$ cat config.mk
export PLATFORM = sky130hd
export DESIGN_NAME = dsgr_top
export DESIGN_NICKNAME = d
export VERILOG_FILES = /design/src/inc/dsgr_pkg.sv /design/src/hw/dsgr_top.sv
export SDC_FILE = /design/constraint.sdc
export NUM_CORES = 1
export LEC_CHECK = 0
export BUFFER_PORTS_ARGS = -buffer_cell sky130_fd_sc_hd__buf_2
export CAP_MARGIN = 20
export CORE_MARGIN = 8
export CORE_UTILIZATION = 52
export CTS_CLUSTER_DIAMETER = 60
export DETAILED_ROUTE_END_ITERATION = 16
export HOLD_SLACK_MARGIN = 0.15
export PLACE_DENSITY = 0.86
export REMOVE_ABC_BUFFERS = 1
export SYNTH_ARGS = -nofsm -noshare
export SYNTH_HDL_FRONTEND = slang
export SYNTH_SLANG_ARGS = --single-unit
$ cat constraint.sdc
create_clock -name clk_i -period 3.7 [get_ports clk_i]
set_clock_uncertainty 0.05 [all_clocks]
set_input_delay 0.37 -clock clk_i [delete_from_list [all_inputs] [get_ports clk_i]]
set_output_delay 0.37 -clock clk_i [all_outputs]
set_load 0.05 [all_outputs]
$ cat src/inc/dsgr_pkg.sv
// Register map, field layout and mode encodings for the sleep gating and soft reset block
package dsgr_pkg;
  localparam int unsigned ADDR_W = 12;
  // Register byte offsets
  localparam logic [11:0] OFF_SW_RESET_0 = 12'h040;
  localparam logic [11:0] OFF_SLEEP_GATE_2 = 12'h118;
  localparam logic [11:0] OFF_DEEP_SLEEP_GATE_2 = 12'h128;
  localparam logic [11:0] OFF_RUN_GATE_2 = 12'h108;
  localparam logic [11:0] OFF_RUN_CONFIG = 12'h060;
  localparam logic [11:0] OFF_CAPS_1 = 12'h010;
  localparam logic [11:0] OFF_IRQ_STATUS = 12'h150;
  localparam logic [11:0] OFF_IRQ_MASK = 12'h154;
  // Gating fields
  localparam int unsigned GATE_USB_BIT = 16;
  localparam int unsigned GATE_DMA_BIT = 13;
  localparam int unsigned GATE_PORT_LSB = 0;
  localparam int unsigned GATE_PORTS = 5;
  localparam logic [31:0] GATE_WMASK = 32'h0001_201f;
  // Soft reset fields
  localparam int unsigned RST_CAN_BIT = 24;
  localparam int unsigned RST_ADC_BIT = 16;
  localparam int unsigned RST_HIBERNATE_BIT = 6;
  localparam int unsigned RST_WATCHDOG_BIT = 3;
  localparam logic [31:0] RST_WMASK = 32'h0101_0048;
  localparam logic [31:0] RST_RESET = 32'h0000_0000;
  localparam logic [31:0] GATE_RESET = 32'h0000_0000;
  // Run config: auto gating select bit
  localparam int unsigned AUTO_GATE_BIT = 27;
  localparam logic [31:0] RUNCFG_WMASK = 32'h0800_0000;
  // Interrupt events
  localparam int unsigned EV_FAULT_BIT = 0;
  localparam int unsigned EV_MODE_BIT = 1;
  localparam logic [31:0] IRQ_WMASK = 32'h0000_0003;
  localparam int unsigned N_UNITS = 7;
  typedef enum logic [1:0] {
    DSGR_RUN = 2'b00,
    DSGR_SLEEP = 2'b01,
    DSGR_DEEP = 2'b10
  } dsgr_mode_type;
endpackage

$ cat src/hw/dsgr_top.sv
// Deep-sleep / sleep / run clock gating and software reset control with Wishbone slave
//
// Notes on behaviour
// - Gate bit one clocks the unit
// - Gate bit zero stops unit clock
// - Access to gated unit gets bus fault
// - Gating bits reset to zero
// - Deep-sleep gate applies only in deep sleep
// - Sleep gates need auto gating select set
// - USB 16, DMA 13, ports 4..0
// - Deep-sleep gate at offset 0x128
// - Reserved bits read zero, ignore writes
// - Reset writes masked by capabilities
// - CAN 24, ADC 16, hibernation 6, watchdog 3
// - Reset register 0x040, resets to zero
// - Hibernation and watchdog resets independent
// - Sleep gate 0x118, same layout
`timescale 1ns/1ps
module dsgr_top #(
  parameter logic [31:0] CAPS_1_VALUE = 32'h0101_0048
)
(
  // System
  input wire logic clk_i,
  input wire logic rst_i,
  // Wishbone slave
  input wire logic cyc_i,
  input wire logic stb_i,
  input wire logic we_i,
  input wire logic [11:0] adr_i,
  input wire logic [3:0] sel_i,
  input wire logic [31:0] dat_i,
  output logic [31:0] dat_o,
  output logic ack_o,
  // Power state from the core
  input wire logic sleep_i,
  input wire logic deep_sleep_i,
  // Accesses toward the gated units: one request flag per unit
  input wire logic [6:0] unit_access_i,
  output logic [6:0] unit_fault_o,
  // Clock enables to the gated units: port a..e, dma, usb
  output logic [6:0] unit_clk_en_o,
  // Unit resets
  output logic can_unit_reset_o,
  output logic adc_reset_o,
  output logic hibernation_reset_o,
  output logic watchdog_reset_o,
  // Interrupt
  output logic irq_o
);

  ////////////////////////////////////////////////////////////////////////////
  logic [31:0] run_clock_gate_2;
  logic [31:0] sleep_clock_gate_2;
  logic [31:0] deep_sleep_clock_gate_2;
  logic [31:0] software_reset_control_0;
  logic [31:0] run_mode_clock_config;
  logic [31:0] irq_status;
  logic [31:0] irq_mask;
  logic ack;
  logic [31:0] rdata;
  logic [6:0] unit_clk_en;
  logic [6:0] unit_fault;
  dsgr_pkg::dsgr_mode_type mode;
  dsgr_pkg::dsgr_mode_type mode_q;

  logic [31:0] next_run_clock_gate_2;
  logic [31:0] next_sleep_clock_gate_2;
  logic [31:0] next_deep_sleep_clock_gate_2;
  logic [31:0] next_software_reset_control_0;
  logic [31:0] next_run_mode_clock_config;
  logic [31:0] next_irq_status;
  logic [31:0] next_irq_mask;
  logic next_ack;
  logic [31:0] next_rdata;
  logic [6:0] next_unit_clk_en;
  logic [6:0] next_unit_fault;

  logic [31:0] bmask;
  logic wr;
  logic [31:0] sel_gate;
  logic [6:0] gate_units;

  ////////////////////////////////////////////////////////////////////////////
  // Effective mode: sleep gates only honoured when auto gating is selected
  always_comb
  begin
    if (run_mode_clock_config[dsgr_pkg::AUTO_GATE_BIT] && deep_sleep_i)
      mode = dsgr_pkg::DSGR_DEEP;
    else if (run_mode_clock_config[dsgr_pkg::AUTO_GATE_BIT] && sleep_i)
      mode = dsgr_pkg::DSGR_SLEEP;
    else
      mode = dsgr_pkg::DSGR_RUN;
  end

  always_comb
  begin
    unique case (mode)
      dsgr_pkg::DSGR_DEEP: sel_gate = deep_sleep_clock_gate_2;
      dsgr_pkg::DSGR_SLEEP: sel_gate = sleep_clock_gate_2;
      default: sel_gate = run_clock_gate_2;
    endcase
  end

  // Unit order: ports a..e, then dma, then usb
  assign gate_units = {sel_gate[dsgr_pkg::GATE_USB_BIT], sel_gate[dsgr_pkg::GATE_DMA_BIT],
                       sel_gate[dsgr_pkg::GATE_PORT_LSB +: dsgr_pkg::GATE_PORTS]};

  ////////////////////////////////////////////////////////////////////////////
  // Byte-lane write mask
  genvar g;
  generate
    for (g = 0; g < 4; g++)
    begin : g_lane
      assign bmask[g*8 +: 8] = {8{sel_i[g]}};
    end
  endgenerate

  // Classic single-cycle answer; ack drops the cycle after it was given
  assign wr = cyc_i && stb_i && we_i && !ack;

  always_comb
  begin
    next_run_clock_gate_2 = run_clock_gate_2;
    next_sleep_clock_gate_2 = sleep_clock_gate_2;
    next_deep_sleep_clock_gate_2 = deep_sleep_clock_gate_2;
    next_software_reset_control_0 = software_reset_control_0;
    next_run_mode_clock_config = run_mode_clock_config;
    next_irq_mask = irq_mask;
    next_irq_status = irq_status;
    next_ack = cyc_i && stb_i && !ack;
    next_rdata = 32'h0000_0000;
    next_unit_clk_en = gate_units;
    next_unit_fault = unit_access_i & ~gate_units;
    if (wr)
    begin
      unique case (adr_i)
        dsgr_pkg::OFF_RUN_GATE_2:
          next_run_clock_gate_2 = (run_clock_gate_2 & ~(bmask & dsgr_pkg::GATE_WMASK)) |
                                  (dat_i & bmask & dsgr_pkg::GATE_WMASK);
        dsgr_pkg::OFF_SLEEP_GATE_2:
          next_sleep_clock_gate_2 = (sleep_clock_gate_2 & ~(bmask & dsgr_pkg::GATE_WMASK)) |
                                    (dat_i & bmask & dsgr_pkg::GATE_WMASK);
        dsgr_pkg::OFF_DEEP_SLEEP_GATE_2:
          next_deep_sleep_clock_gate_2 = (deep_sleep_clock_gate_2 & ~(bmask & dsgr_pkg::GATE_WMASK)) |
                                         (dat_i & bmask & dsgr_pkg::GATE_WMASK);
        dsgr_pkg::OFF_SW_RESET_0:
          next_software_reset_control_0 = (software_reset_control_0 &
                                           ~(bmask & dsgr_pkg::RST_WMASK & CAPS_1_VALUE)) |
                                          (dat_i & bmask & dsgr_pkg::RST_WMASK & CAPS_1_VALUE);
        dsgr_pkg::OFF_RUN_CONFIG:
          next_run_mode_clock_config = (run_mode_clock_config & ~(bmask & dsgr_pkg::RUNCFG_WMASK)) |
                                       (dat_i & bmask & dsgr_pkg::RUNCFG_WMASK);
        dsgr_pkg::OFF_IRQ_MASK:
          next_irq_mask = (irq_mask & ~(bmask & dsgr_pkg::IRQ_WMASK)) | (dat_i & bmask & dsgr_pkg::IRQ_WMASK);
        dsgr_pkg::OFF_IRQ_STATUS:
          next_irq_status = irq_status & ~(dat_i & bmask & dsgr_pkg::IRQ_WMASK);
        default:
          next_irq_status = irq_status;
      endcase
    end
    // Set after clear so an event in the clearing cycle survives
    if (|unit_fault)
      next_irq_status[dsgr_pkg::EV_FAULT_BIT] = 1'b1;
    if (mode != mode_q)
      next_irq_status[dsgr_pkg::EV_MODE_BIT] = 1'b1;
    if (cyc_i && stb_i && !we_i && !ack)
    begin
      unique case (adr_i)
        dsgr_pkg::OFF_RUN_GATE_2: next_rdata = run_clock_gate_2;
        dsgr_pkg::OFF_SLEEP_GATE_2: next_rdata = sleep_clock_gate_2;
        dsgr_pkg::OFF_DEEP_SLEEP_GATE_2: next_rdata = deep_sleep_clock_gate_2;
        dsgr_pkg::OFF_SW_RESET_0: next_rdata = software_reset_control_0;
        dsgr_pkg::OFF_RUN_CONFIG: next_rdata = run_mode_clock_config;
        dsgr_pkg::OFF_CAPS_1: next_rdata = CAPS_1_VALUE;
        dsgr_pkg::OFF_IRQ_STATUS: next_rdata = irq_status;
        dsgr_pkg::OFF_IRQ_MASK: next_rdata = irq_mask;
        // Unmapped addresses read zero and still ack, so software never hangs
        default: next_rdata = 32'h0000_0000;
      endcase
    end
  end

  always_ff @(posedge clk_i)
  begin
    if (rst_i)
    begin
      run_clock_gate_2 <= dsgr_pkg::GATE_RESET;
      sleep_clock_gate_2 <= dsgr_pkg::GATE_RESET;
      deep_sleep_clock_gate_2 <= dsgr_pkg::GATE_RESET;
      software_reset_control_0 <= dsgr_pkg::RST_RESET;
      run_mode_clock_config <= 32'h0000_0000;
      irq_status <= 32'h0000_0000;
      irq_mask <= 32'h0000_0000;
      ack <= 1'b0;
      rdata <= 32'h0000_0000;
      unit_clk_en <= 7'h00;
      unit_fault <= 7'h00;
      mode_q <= dsgr_pkg::DSGR_RUN;
    end
    else
    begin
      run_clock_gate_2 <= next_run_clock_gate_2;
      sleep_clock_gate_2 <= next_sleep_clock_gate_2;
      deep_sleep_clock_gate_2 <= next_deep_sleep_clock_gate_2;
      software_reset_control_0 <= next_software_reset_control_0;
      run_mode_clock_config <= next_run_mode_clock_config;
      irq_status <= next_irq_status;
      irq_mask <= next_irq_mask;
      ack <= next_ack;
      rdata <= next_rdata;
      unit_clk_en <= next_unit_clk_en;
      unit_fault <= next_unit_fault;
      mode_q <= mode;
    end
  end

  ////////////////////////////////////////////////////////////////////////////
  assign ack_o = ack;
  assign dat_o = rdata;
  assign unit_clk_en_o = unit_clk_en;
  assign unit_fault_o = unit_fault;
  // Each reset follows its own bit only, held until software clears it
  assign can_unit_reset_o = software_reset_control_0[dsgr_pkg::RST_CAN_BIT];
  assign adc_reset_o = software_reset_control_0[dsgr_pkg::RST_ADC_BIT];
  assign hibernation_reset_o = software_reset_control_0[dsgr_pkg::RST_HIBERNATE_BIT];
  assign watchdog_reset_o = software_reset_control_0[dsgr_pkg::RST_WATCHDOG_BIT];
  assign irq_o = |(irq_status & irq_mask);
endmodule

# --- Word level (Yosys, flattened, before mapping) ---
# Cells that the tools add are included.
op_classes:
  n_bitwise: 23
  n_eq_ne: 11
  n_shift: 0
  mul: 0
  div: 0
  reduce_logical: 26
  mux: 8
  magnitude_cmp: 0
  add_sub_neg: 0
op_table:
  columns: ["operator", "n"]
  rows:
  - ["$and A32 B32 Y32", 8]
  - ["$pmux W32 S8", 1]
  - ["$or A32 B17 Y32", 3]
  - ["$not A2 Y32", 2]
  - ["$eq A12 B9 Y1 const B", 5]
  - ["$pmux W17 S2", 1]
  - ["$not A17 Y32", 1]
  - ["$not A25 Y32", 1]
  - ["$not A28 Y32", 1]
  - ["$or A32 B2 Y32", 1]
  - ["$or A32 B25 Y32", 1]
  - ["$or A32 B28 Y32", 1]
  - ["$reduce_or A32 Y1", 1]
  - ["$and A28 B28 Y28", 1]
  - ["$eq A12 B7 Y1 const B", 2]
  - ["$reduce_and A2 Y1", 9]
  - ["$eq A12 B5 Y1 const B", 1]
  - ["$logic_and A1 B1 Y1", 8]
  - ["$reduce_bool A2 Y1", 4]
  - ["$and A7 B7 Y7", 1]
  - ["$not A7 Y7", 1]
  - ["$reduce_or A7 Y1", 1]
  - ["$mux W2", 3]
  - ["$mux W1", 3]
  - ["other kinds (6)", 7]
word_totals:
  latchBits: 0
  mem_bits_ro: 0
  word_cells: 82
  inputBits: 62
  reg_bits: 273
  output_inout_bits: 52
  ramBits: 0
  n_memories: 0

# --- Logic depth before layout (Yosys ltp) ---
depth:
  depth_word: 7
  mapped_depth: 6
  depth_no_buf: 4

# --- Worst setup path before layout ---
# Ideal clock, no wire load.
synth_timing:
  path_kind: "register to register"
  start: "register ack (netlist: ack_o)"
  end: "register (tool-made name)"
  stages_incl_launch_ff: 7
  slack_ns: 1.920
  required_ns: 3.578
  n_path_buf: 2
  setup_ns: 0.072
  period_less_slack_ns: 1.780
  arrival_ns: 1.658
  path_cell_list: "dfxtp_1 and4b_1 buf_2 and2_0 clkbuf_1 nand3_4 mux2i_1"
synth_rtl:
  columns: ["element", "line_no", "rtl"]
  rows:
  - ["start: declaration", "dsgr_top.sv:60", "logic ack;"]
  - ["start signal: assignment", "dsgr_top.sv:210", "ack <= next_ack;"]

==> results.py <==
metrics = {
    "global_routing": {
        "overflow": 0,
        "grt_pass1_vias": 2388,
        "antenna_found_initial": 0,
        "track_usage": 0.179,
        "grt_pass1_wl_um": 10900,
        "grt_max_degree": 55,
    },
    "min_path": {
        "hold_path.class": "primary input to flip-flop",
    },
    "timing": {
        "slew_headroom": 0.428,
        "drv_slew": 0,
        "fmax_mhz": 530,
        "fin_setup_tns_ns": 0,
        "worst_slew_pin_slew_ns": 0.850,
        "min_period_ns": 1.89,
        "hold_violations": 0,
        "grt_setup_unrepaired": "no",
        "finalSetupViolCount": 0,
        "fin_crit_sh": 0.510,
    },
    "setup_path": {
        "crit_required_ns": 3.87,
        "crit_type": "primary input to flip-flop",
        "cp_max_fo": 15,
        "critPathMaxStageDelay_ns": 0.61,
        "crit_arrival_ns": 2.06,
        "end_kind": "flip-flop",
        "worst_setup_path_start_kind": "primary input",
        "worstPathCellList": "buf_2 > nor2b_1 > nand4_2 > or3_4 > mux2i_1",
        "cp_slowest_cell": "nor2b_1",
    },
    "drt": {
        "drcViolationCount": 0,
        "first_pass_iters": 5,
        "viasPerCell": 5.68,
        "wl_per_cell_um": 16.3,
        "drtIter0Drc": 214,
        "ant_nets": 0,
        "dr_total_vias": 2426,
        "drt-total-wl_um": 6950,
    },
    "die": {
        "num_rows": 26,
        "die_h_um": 88.8,
        "start_util": 0.540,
        "coreArea_mm2": 0.00511,
        "boundaryPins": 114,
        "die_x_um": 88.8,
        "die-area_mm2": 0.00789,
    },
    "logic_synthesis": {
        "synth_simple_gate_area_frac": 0.256,
        "yosys-mux-area-fraction": 0.0943,
        "ys_types": 45,
        "synth_area_leaders": "dfxtp_1 (41%), mux2i_1 (9.4%), buf_4 (6.0%)",
        "synth-adder-area-share": 0,
        "synth_cells": 291,
        "yosys_warnings": 0,
        "synth_edf_count": 0,
        "synth_top_area_cell": "dfxtp_1",
        "synth_compound_area_frac": 0.143,
        "yosysSeqAreaShare": 0.414,
        "synth_xor_area_frac": 0,
        "yosys_most_used_dff": "dfxtp_1",
        "synth_seq_cells": 57,
        "syn-mean-instance-area_um2": 9.48,
        "syn_area_mm2": 0.00276,
        "synth_top_area_frac": 0.414,
        "synth_top_family_by_area": "simple AND/OR/NAND/NOR gates",
        "async_flop_share": 0,
    },
    "cts": {
        "cts_resized": 0,
        "post_cts_buffers": 0,
        "cts_inserted_buffers": 9,
        "cts.sinks": 57,
        "clockRootBuffer": "clkbuf_8",
        "cts_tree": "done",
        "clkLatencyLatePin_ns": 0.34,
        "ctsLongestPathBuffers": 2,
        "holdBufCountCts": 0,
        "path_clk_slew_ns": 0.07,
        "htreeDepth": 3,
    },
    "pwr": {
        "power.density_mw_per_mm2": 415,
        "leakagePower_nw": 1.45,
        "vdd_drop_max_mv": 0.242,
    },
    "layout": {
        "drive_gt1_frac": 0.272,
        "fin_util": 0.632,
        "antennaDiodeCount": 0,
        "area_delta_synth_final_pct": 16.9,
        "fillers": 461,
        "nNetsFinal": 415,
        "seq_area_mm2": 0.00114,
        "multiInputGateArea_mm2": 0.00144,
    },
    "flow_run": {
        "cap_viol_max_count": 0,
    },
    "place": {
        "port_buffers": 69,
        "gp_congestion": 0.900,
        "hpwl_um": 5140,
    },
    "status": {
        "status": "finished clean",
    },
}
[final timing paths]
check,start,to,cells after the start,slack (ns)
hold / removal,unit_access_i[5],unit_fault_o[5],2,0.22
hold reg to reg,flip-flop,flip-flop,2,0.43
setup / recovery,adr_i[4],flip-flop,5,1.81
setup reg to reg,ack_o,flip-flop,4,1.89
[metrics by stage]
stage | cells | cell area (µm²) | total power [mW] | setup slack [ns] | hold WS [ns]
after detailed placement | 412 | 3030 | 0.782 | 1.49 | 0.421
after global placement | 412 | 3030 | 0.780 | 1.48 | 0.414
after CTS | 427 | 3230 | 1.35 | 1.86 | 0.212
after global routing | 427 | 3230 | 1.39 | 1.70 | 0.210
final | 427 | 3230 | 1.34 | 1.81 | 0.222
after floorplan | 273 | 2600 | 0.731 | 1.92 | 0.389
[cell type report]
type | instances | share of cell area
multi-input combinational | 212 | 0.447
clock buffer | 10 | 0.0427
inverter | 4 | 0.00465
timing repair buffer | 69 | 0.107
clock inverter | 5 | 0.0175
sequential | 57 | 0.354
tap | 70 | 0.0272
[cells in the final DEF, fill, tap and decap left out, types with 2 or more instances in the layout]
cell,netlist,layout
nor2b_1,5,5
a22oi_1,7,7
dfxtp_1,57,57
buf_2,2,69
o41ai_1,4,4
and2_1,2,2
nand2_1,6,6
and4_2,3,3
a21oi_1,21,21
nor3_1,4,4
nand3_1,4,4
conb_1,1,22
nor2_1,20,20
nor4_1,2,2
clkinv_2,0,2
nand2b_1,24,24
mux2i_1,26,26
o32ai_1,2,2
o21ai_0,5,5
o31ai_1,4,4
nand3_4,2,2
nand4_1,10,10
clkbuf_8,0,10
and3b_1,10,10
inv_1,4,4
a22o_1,11,11
o22ai_1,2,2
[power by group]
part	total (mW)	internal, mW	switching (mW)
Sequential	0.622	0.619	0.00314
Combinational	0.148	0.0343	0.114
Clock	0.567	0.324	0.243
Total	1.34	0.977	0.360
[synthesized netlist by cell type (2+ instances only)]
cell / instances
dfxtp_1: 57
mux2i_1: 26
nand2b_1: 24
buf_4: 22
a21oi_1: 21
nor2_1: 20
a22o_1: 11
clkbuf_1: 11
and3b_1: 10
nand4_1: 10
a22oi_1: 7
nand2_1: 6
nor2b_1: 5
o21ai_0: 5
inv_1: 4
nand3_1: 4
nor3_1: 4
o31ai_1: 4
o41ai_1: 4
and4_2: 3
buf_1: 3
and2_1: 2
buf_2: 2
nand3_4: 2
nor4_1: 2
o22ai_1: 2
o32ai_1: 2
[logic make-up (layout without fill, tap and decap cells)]
kind of cell    Yosys count  in the layout
simple gates            105            105
compound gates           59             59
flops                    57             57
buf+inv                  43             88
mux                      26             26
other cells               1             22
[critical path: cells and delay by family]
family | cells | cell delay (ns)
and+or+nand+nor | 3 | 1.28
buffers and inverters | 1 | 0.28
muxes | 1 | 0.12
[routing by layer]
layer	vias up	wire length [µm]	GRT usage
met4	0	158	0.103
li1	1140	-	-
met3	16	675	0.0613
met5	-	0	0
met2	123	3430	0.294
met1	1147	2690	0.195
Note: power is estimated with default switching activity, not from simulation.
